### config.mk
export PLATFORM = sky130hd
export DESIGN_NAME = dacsw_dev_flat
export DESIGN_NICKNAME = d
export VERILOG_FILES = /design/src/hdl/dacsw_pkg.sv /design/src/hdl/dacsw_if.sv /design/src/hdl/dacsw_dev.sv /design/src/flat_wrapper.sv
export SDC_FILE = /design/constraint.sdc
export NUM_CORES = 1
export LEC_CHECK = 0
export BUFFER_PORTS_ARGS = -buffer_cell sky130_fd_sc_hd__buf_2
export CORE_UTILIZATION = 54
export DETAILED_ROUTE_END_ITERATION = 7
export PLACE_DENSITY = 0.79
export SYNTH_ARGS = -nofsm -noshare
export SYNTH_HDL_FRONTEND = slang
export SYNTH_SLANG_ARGS = --single-unit
### constraint.sdc
create_clock -name mclk -period 1.76 [get_ports mclk]
set_input_delay 0.176 -clock mclk [delete_from_list [all_inputs] [get_ports mclk]]
set_output_delay 0.176 -clock mclk [all_outputs]
set_load 0.005 [all_outputs]
### src/hdl/dacsw_pkg.sv
package dacsw_pkg;
	// frame layout
	localparam int FRAME_BITS = 24;
	localparam int CODE_BITS = 16;
	localparam int MODE_HI_POS = 17;
	localparam int MODE_LO_POS = 16;
	localparam int CODE_LSB_POS = 0;
	localparam logic [4:0] LAST_BIT_IDX = 5'h17;
	// operating modes
	localparam logic [1:0] MODE_NORMAL = 2'h0;
	localparam logic [1:0] MODE_PD_1K = 2'h1;
	localparam logic [1:0] MODE_PD_100K = 2'h2;
	localparam logic [1:0] MODE_PD_HIZ = 2'h3;
	// power-on codes
	localparam logic [15:0] CODE_ZERO = 16'h0000;
	localparam logic [15:0] CODE_MID = 16'h8000;
	// timing
	localparam int CLK_NS = 8;
	localparam int SYNC_HIGH_NS = 33;
	localparam int SYNC_HIGH_CYC = (SYNC_HIGH_NS + CLK_NS - 1) / CLK_NS;
	localparam int WAKE_US = 4;
	localparam int WAKE_CYC = WAKE_US * 1000 / CLK_NS;
	// host serial clock divider: half period in mclk cycles
	localparam int SCLK_HALF_CYC = 4;
endpackage

### src/hdl/dacsw_if.sv
`timescale 1ns/100ps
interface dacsw_if;
	logic sync_n;
	logic sclk;
	logic sdata;
	modport dev (input sync_n, input sclk, input sdata);
	modport host (output sync_n, output sclk, output sdata);
endinterface

### src/hdl/dacsw_dev.sv
`timescale 1ns/100ps
// Overview of operation
// - 24 falling edges with sync low apply frame
// - early sync rise clears shift register
// - aborted frame keeps code and mode
// - power-up code zero or midscale option
// - power-on code held until first valid frame
// - mode from bits 17:16, 00 normal
// - 01 1k, 10 100k, 11 high-impedance
// - power-down routes output to termination
// - power-down shuts bias, amplifier, string
// - code retained during power-down
// - host waits 4 us after wake
// - host sends msb first
// - byte hosts keep sync low across bytes
// - host data valid on falling edge
// - sync falls before first bit
// - six ignored, two mode, sixteen code bits
// - sample data on falling edge, sync low
// - sync high 33 ns between frames
module dacsw_dev
	import dacsw_pkg::*;
#(
	parameter bit POR_MIDSCALE = 1'b0
) (
	// clock and reset
	input wire logic mclk,
	input wire logic reset_n,
	// serial link
	dacsw_if.dev link,
	// converter controls
	output logic [15:0] dac_code,
	output logic [1:0] op_mode,
	output logic amp_to_output,
	output logic term_1k,
	output logic term_100k,
	output logic term_hiz,
	output logic shutdown_bias,
	output logic shutdown_amp,
	output logic shutdown_string,
	output logic frame_done,
	output logic frame_abort
);
	logic [1:0] sync_s_q, sclk_s_q, data_s_q;
	logic sclk_prev_q, sync_prev_q;
	logic [23:0] shift_q;
	logic [4:0] cnt_q;
	logic done_q; // frame executed, wait for resync
	logic fall_sclk, rise_sync, sync_low;
	logic load_frame; // 24th edge of a live frame
	logic [23:0] shift_d;

	// every pin crosses two flops before any logic reads it
	// only the second flop of each pair feeds the edge logic below

	// frame sync synchroniser; resets to idle high so no false frame start
	always_ff @(posedge mclk) begin
		if (!reset_n) begin
			sync_s_q <= 2'h3;
			sync_prev_q <= 1'b1;
		end else begin
			sync_s_q <= {sync_s_q[0], link.sync_n};
			sync_prev_q <= sync_s_q[1];
		end
	end

	// serial clock synchroniser; idle level high avoids a false fall after reset
	always_ff @(posedge mclk) begin
		if (!reset_n) begin
			sclk_s_q <= 2'h3;
			sclk_prev_q <= 1'b1;
		end else begin
			sclk_s_q <= {sclk_s_q[0], link.sclk};
			sclk_prev_q <= sclk_s_q[1];
		end
	end

	// data synchroniser; same depth as sclk so bit and edge stay aligned
	always_ff @(posedge mclk) begin
		if (!reset_n) begin
			data_s_q <= 2'h0;
		end else begin
			data_s_q <= {data_s_q[0], link.sdata};
		end
	end

	// edge detection on synchronised copies only
	assign fall_sclk = sclk_prev_q & ~sclk_s_q[1];
	assign rise_sync = ~sync_prev_q & sync_s_q[1];
	assign sync_low = ~sync_s_q[1];
	assign shift_d = {shift_q[22:0], data_s_q[1]};
	assign load_frame = sync_low && fall_sclk && !done_q && cnt_q == LAST_BIT_IDX;

	// shift register and bit counter
	// limitation: each sclk half period must span three mclk cycles,
	// or the synchronisers miss edges; faster hosts need a faster mclk
	always_ff @(posedge mclk) begin
		if (!reset_n) begin
			shift_q <= 24'h000000;
			cnt_q <= 5'h00;
			done_q <= 1'b0;
		end else if (!sync_low) begin
			shift_q <= 24'h000000;
			cnt_q <= 5'h00;
			done_q <= 1'b0;
		end else if (fall_sclk && !done_q) begin
			shift_q <= shift_d;
			if (cnt_q == LAST_BIT_IDX) begin
				cnt_q <= 5'h00;
				done_q <= 1'b1;
			end else begin
				cnt_q <= cnt_q + 5'h01;
			end
		end
	end

	// code register loads on the 24th edge only; power-on value stands till then
	always_ff @(posedge mclk) begin
		if (!reset_n) begin
			dac_code <= POR_MIDSCALE ? CODE_MID : CODE_ZERO;
		end else if (load_frame) begin
			dac_code <= shift_d[CODE_LSB_POS +: CODE_BITS];
		end
	end

	// mode register loads with the code; power-down leaves the code alone
	always_ff @(posedge mclk) begin
		if (!reset_n) begin
			op_mode <= MODE_NORMAL;
		end else if (load_frame) begin
			op_mode <= {shift_d[MODE_HI_POS], shift_d[MODE_LO_POS]};
		end
	end
	// aborted frames never reach the loads above, so code and mode stand

	// completion pulse, one cycle, in step with the code and mode load
	always_ff @(posedge mclk) begin
		if (!reset_n) begin
			frame_done <= 1'b0;
		end else begin
			frame_done <= load_frame;
		end
	end

	// abort pulse only once a bit was taken; a bare sync blip is no frame
	always_ff @(posedge mclk) begin
		if (!reset_n) begin
			frame_abort <= 1'b0;
		end else begin
			frame_abort <= rise_sync && !done_q && cnt_q != 5'h00;
		end
	end

	// amplifier route; one cycle behind mode, harmless against the wake time
	always_ff @(posedge mclk) begin
		if (!reset_n) begin
			amp_to_output <= 1'b1;
		end else begin
			amp_to_output <= op_mode == MODE_NORMAL;
		end
	end

	// termination network, exactly one arm while powered down
	always_ff @(posedge mclk) begin
		if (!reset_n) begin
			term_1k <= 1'b0;
			term_100k <= 1'b0;
			term_hiz <= 1'b0;
		end else begin
			term_1k <= op_mode == MODE_PD_1K;
			term_100k <= op_mode == MODE_PD_100K;
			term_hiz <= op_mode == MODE_PD_HIZ;
		end
	end

	// bias generator shutdown in any power-down mode
	always_ff @(posedge mclk) begin
		if (!reset_n) begin
			shutdown_bias <= 1'b0;
		end else begin
			shutdown_bias <= op_mode != MODE_NORMAL;
		end
	end

	// amplifier shutdown; output routed away from it on the same mclk edge
	always_ff @(posedge mclk) begin
		if (!reset_n) begin
			shutdown_amp <= 1'b0;
		end else begin
			shutdown_amp <= op_mode != MODE_NORMAL;
		end
	end

	// resistor string shutdown; the code register has no clear, so it survives
	always_ff @(posedge mclk) begin
		if (!reset_n) begin
			shutdown_string <= 1'b0;
		end else begin
			shutdown_string <= op_mode != MODE_NORMAL;
		end
	end
endmodule

### src/flat_wrapper.sv
// flat-port wrapper written by rule: the top's interface ports become plain ports
module dacsw_dev_flat import dacsw_pkg::*;
#(
	parameter bit POR_MIDSCALE = 1'b0
)
  (mclk, reset_n, dac_code, op_mode, amp_to_output, term_1k, term_100k, term_hiz, shutdown_bias, shutdown_amp, shutdown_string, frame_done, frame_abort, link_sync_n, link_sclk, link_sdata);
  dacsw_if link_i ();
  input wire logic mclk;
  input wire logic reset_n;
  output logic [15:0] dac_code;
  output logic [1:0] op_mode;
  output logic amp_to_output;
  output logic term_1k;
  output logic term_100k;
  output logic term_hiz;
  output logic shutdown_bias;
  output logic shutdown_amp;
  output logic shutdown_string;
  output logic frame_done;
  output logic frame_abort;
  input wire logic [$bits(link_i.sync_n)-1:0] link_sync_n;
  input wire logic [$bits(link_i.sclk)-1:0] link_sclk;
  input wire logic [$bits(link_i.sdata)-1:0] link_sdata;
  assign link_i.sync_n = link_sync_n;
  assign link_i.sclk = link_sclk;
  assign link_i.sdata = link_sdata;
  dacsw_dev #(.POR_MIDSCALE(POR_MIDSCALE)) u_core (.mclk(mclk), .reset_n(reset_n), .link(link_i), .dac_code(dac_code), .op_mode(op_mode), .amp_to_output(amp_to_output), .term_1k(term_1k), .term_100k(term_100k), .term_hiz(term_hiz), .shutdown_bias(shutdown_bias), .shutdown_amp(shutdown_amp), .shutdown_string(shutdown_string), .frame_done(frame_done), .frame_abort(frame_abort));
endmodule
**Word level (Yosys, flattened, before mapping)**

Cells that the tools add are included.

- Register bits after elaboration: 56
- Output and inout bits: 27
- Word-level logic and storage cells: 41

- Add/subtract/negate cells: 1
- Equality and inequality tests: 4
- Mux-type cells: 1
- Bitwise gates (word level): 6
- Reduce and logical (&&, ||, !) cells: 12

Operators by type and width:

| cell | count |
|---|---|
| $logic_and A1 B1 Y1 | 6 |
| $add A5 B1 Y5 const B | 1 |
| $eq A5 B5 Y1 const B | 1 |
| $mux W5 | 1 |
| $reduce_bool A5 Y1 | 1 |
| $eq A2 B2 Y1 const B | 2 |
| $not A1 Y1 | 4 |
| $and A1 B1 Y1 | 2 |
| $eq A2 B1 Y1 const B | 1 |
| $logic_not A2 Y1 | 1 |
| $reduce_and A2 Y1 | 1 |
| $reduce_bool A2 Y1 | 1 |
| $reduce_or A2 Y1 | 1 |
| $logic_not A1 Y1 | 1 |

**Longest topological paths before layout**

- Depth in word-level cells: 5
- Depth in mapped cells: 6
- Mapped depth without buffers: 4

**Worst setup path after synthesis**

Ideal clock, no wire load.

- Path kind: register to register
- Start: reg u_core.cnt_q[0]
- End: reg u_core.dac_code[0]
- Library setup time: 72 ps
- Arrival: 1,364 ps
- Path slack: 324 ps
- Stages on the path, launching flop included: 7
- Path buffers: 2
- Period minus slack after synthesis: 1,436 ps
- Cells stage by stage: dfxtp_1 -> ha_1 -> inv_1 -> nor4_4 -> buf_6 -> buf_12 -> mux2i_1

- Longest elaborated chain between the ends: 2

Ends and longest elaborated chain:

| item | line | source |
|---|---|---|
| start, declared | dacsw_dev.sv:47 | `logic [4:0] cnt_q;` |
| start signal, assigned | dacsw_dev.sv:112 | `cnt_q <= cnt_q + 5'h01;` |
| $eq A5 B5 Y1 | dacsw_dev.sv:92 | `assign load_frame = sync_low && fall_sclk && !done_q && cnt_q == LAST_BIT_IDX;` |
| $logic_and A1 B1 Y1 | dacsw_dev.sv:92 |  |
| end signal, assigned | dacsw_dev.sv:120 | `dac_code <= POR_MIDSCALE ? CODE_MID : CODE_ZERO;` |
| end signal, assigned | dacsw_dev.sv:122 | `dac_code <= shift_d[CODE_LSB_POS +: CODE_BITS];` |
| end, declared | dacsw_dev.sv:32 | `output logic [15:0] dac_code,` |

Every way passes these cells.
A chain may end at the register's enable or synchronous reset.

**Worst setup path in the final report**

- Start: reg u_core.cnt_q[0]
- End: reg u_core.dac_code[9]

The elaborated chain is that of the path after synthesis.

==> qor.log <==
[clock_tree] postcts setup bufs 0
[power_and_ir_drop] switching share of power 0.209
[floorplanning] Die ar. 0.00406 mm2
[floorplanning] effective utilization at floorplan 0.563
[routing] detailed-route via count 1527
[critical_path] type of element capturing the critical path flip-flop
[synthesis] number of nets in the synthesized netlist 232
[routing] highest layer used for signal routing met4
[placement] PortBufs 31
[sta] setup repair after global routing missed its margin no
[final_layout] net count reported at finish 260
[sta] Fin Clk Skew 8.30 ps
[power_and_ir_drop] clock network power share 0.390
[power_and_ir_drop] Total Power Consumption 2.18 mW
[routing] detailed-route DRC error count 0
[power_and_ir_drop] Pint 1.72 mW
[clock_tree] clock insertion delay at the later pin of the skew report 310 ps
[final_layout] final cell utilization of the core 0.643
[placement] RD Place Congestion 0.747
[synthesis] top cells by instance count after synthesis nand2_1 (75), dfxtp_1 (56), a21oi_1 (21)
[floorplanning] horizontal die dimension 63.8 um
[final_layout] area grow syn2layout 14.3%
[placement] cell area reported after detailed placement 0.00224 mm2
[global_routing] global router's overall resource usage 0.200
[critical_path] Worst Path Class, Setup reg2reg
[global_routing] antenna violations before repair 0
[clock_tree] maximum root-to-sink buffer count 2
[routing] First DRT Iteration DRCs 125
[synthesis] area of the mapped netlist 0.00206 mm2
[critical_path] signal arrival time at the worst endpoint 1770 ps
[global_routing] via count of the first global-routing pass 1477
[routing] Post-Route M1 WL 1.60 mm
[floorplanning] Core Box Area 0.00366 mm2
[synthesis] leading post-synthesis cells by cell area dfxtp_1 (54%), nand2_1 (14%), mux2i_1 (8.7%)
[synthesis] count of mapped cells out of synthesis 225
[clock_tree] CTS root buffer clkbuf_8
[routing] average wire per cell in the routed design 11.6 um
[sta] highest clock rate 0.658 GHz
[routing] total length of routed met2 wires 1.73 mm
[synthesis] fraction of registers with async set/reset 0
[synthesis] leading cell type by number of instances after synthesis nand2_1
[synthesis] post-synthesis average cell area 9.15 um2
[routing] number of routed nets with antenna violations 0
[synthesis] Unique masters post-synth 31
[clock_tree] CTS tree done
[clock_tree] Clock H-tree levels 2
[sta] actual slew at the worst max-slew pin 424 ps
[clock_tree] number of CTS-inserted buffers 5
[synthesis] Warnings, synthesis 0
[global_routing] first-pass GRT wire length 6.20 mm
[synthesis] post-synthesis register bit count 56
[hold_path] kind of path behind the tightest hold check in2reg
[sta] final setup fails 0
[clock_tree] count of hold-fix buffers inserted at cts 0
[critical_path] crit start category flip-flop
[power_and_ir_drop] Comb power frac 0.023
[synthesis] number of synthesized flops with an enable pin 0
[power_and_ir_drop] Psw 454 uW
[synthesis] sequential share of the synthesized area 0.544
[critical_path] worst-path maximum fanout 10
[final_layout] number of inserted diodes 0
[clock_tree] number of gates resized after CTS 0
[sta] headroom to the max-slew limit 0.717
[power_and_ir_drop] leakage power 0.873 nW
[placement] placed wire-length estimate after detailed placement 2.34 mm
[global_routing] grt total ovfl 0
[critical_path] data required time at the worst endpoint 2010 ps
[synthesis] cell accounting for the most synthesized area dfxtp_1
[sta] setup TNS 0 ps
[clock_tree] post-CTS clock slew at the launch and capture registers of the worst setup and hold paths 100 ps
[routing] number of detailed-routing iterations run before antenna repair 4
[sta] number of max-slew violations in the final report 0
[power_and_ir_drop] share of power burned in registers 0.588
[job] total of max-cap violations 0
[routing] average vias per placed instance 5.06
[final_layout] filler cell count 312
[sta] Final period util 0.864
[final_layout] fraction of layout cells with a size suffix above 1 0.189
[floorplanning] Boundary Pins 32
[routing] total length of routed met3 wires 123 um
[power_and_ir_drop] power per cell area 924 mW/mm2
[outcome] status finished, final reports clean
[floorplanning] height of the die 63.8 um
[clock_tree] Num Clock Sinks 56
[floorplanning] # rows 22
[final_layout] post-route cell area 0.00235 mm2
[global_routing] largest net degree at the start of global routing 47
[sta] worst hold slack 41.3 ps
[power_and_ir_drop] largest vdd supply drop 1.19 mV
[sta] Min Clock Period, post-route 1520 ps
[synthesis] Top FF cell, synth dfxtp_1
[routing] routed wire length 3.51 mm
[synthesis] proportion of netlist area held by the largest area contributor 0.544
[sta] count of final hold-check violations 0
[worst paths after layout]
kind / from / end / slack [ps] / cells past startpoint
worst max-delay path: u_core.cnt_q[0] / u_core.dac_code[9] / 240 / 5
worst min-delay path: link_sclk / u_core.sclk_s_q[0] / 40 / 2
worst max register to register: u_core.cnt_q[0] / u_core.dac_code[9] / 240 / 5
worst min register to register: u_core.sync_prev_q / u_core.frame_abort / 410 / 1
[critical path: stages, from the launching register on]
cell and delay (ps):
dfxtp_1 390, ha_1 200, inv_1 100, nor4_4 290, buf_4 260, mux2i_1 200
[power by group through the flow]
stage               clock network (mW)  logic, mW  registers, mW
detailed placement                   0     0.0503           1.31
global placement                     0     0.0490           1.31
finish                           0.847     0.0495           1.28
global route                     0.937     0.0554           1.28
CTS                              0.871     0.0507           1.28
floorplan                            0     0.0356           1.31
[through the flow]
| step | std cells | setup slack [ps] |
|---|---|---|
| global route | 302 | 116 |
| CTS | 302 | 231 |
| global placement | 294 | 325 |
| detailed placement | 294 | 267 |
| finish | 302 | 239 |
| floorplan | 225 | 324 |
[placed cells by master (no fill, tap or decap), drive strengths merged, types with 3 or more instances in the layout]
| cell type | Yosys | layout |
|---|---|---|
| dfxtp | 56 | 56 |
| nand2b | 6 | 6 |
| a21oi | 21 | 21 |
| nor2 | 3 | 3 |
| o21ai | 3 | 3 |
| inv | 7 | 8 |
| clkbuf | 6 | 5 |
| buf | 9 | 36 |
| mux2i | 18 | 18 |
| nand2 | 75 | 75 |
[sequential cells by signal (all words and copies together), names as in the netlist, 2 cells and up]
register	cells
u_core.data_s_q	2
u_core.op_mode	2
u_core.dac_code	16
u_core.sclk_s_q	2
u_core.sync_s_q	2
u_core.shift_q	17
u_core.cnt_q	5
[cell families after synthesis]
family                   Yosys count  share of synthesized area
AO/OA/AOI/OAI                     28                     0.0729
adder cells (fa/ha/maj)            2                     0.0121
buffers and inverters             22                     0.0571
flip-flops                        56                      0.544
multiplexers                      18                     0.0875
AND/OR/NAND/NOR                   99                      0.226
[final cells by class]
type	instances	area, um2	area share
clock inverter	3	46.3	0.0197
multi-input combinational	147	826	0.351
tap	48	60.1	0.0255
clock buffer	5	68.8	0.0292
inverter	7	26.3	0.0112
timing repair buffer	36	205	0.0872
sequential	56	1120	0.476
[per-layer routing]
metal  vias to the layer above  global-route usage
met3                         5              0.0732
met4                         0              0.0852
met2                        26               0.347
met5                         -                   0
li1                        784                   -
met1                       712               0.217
Power figures use the tool's default switching activity.
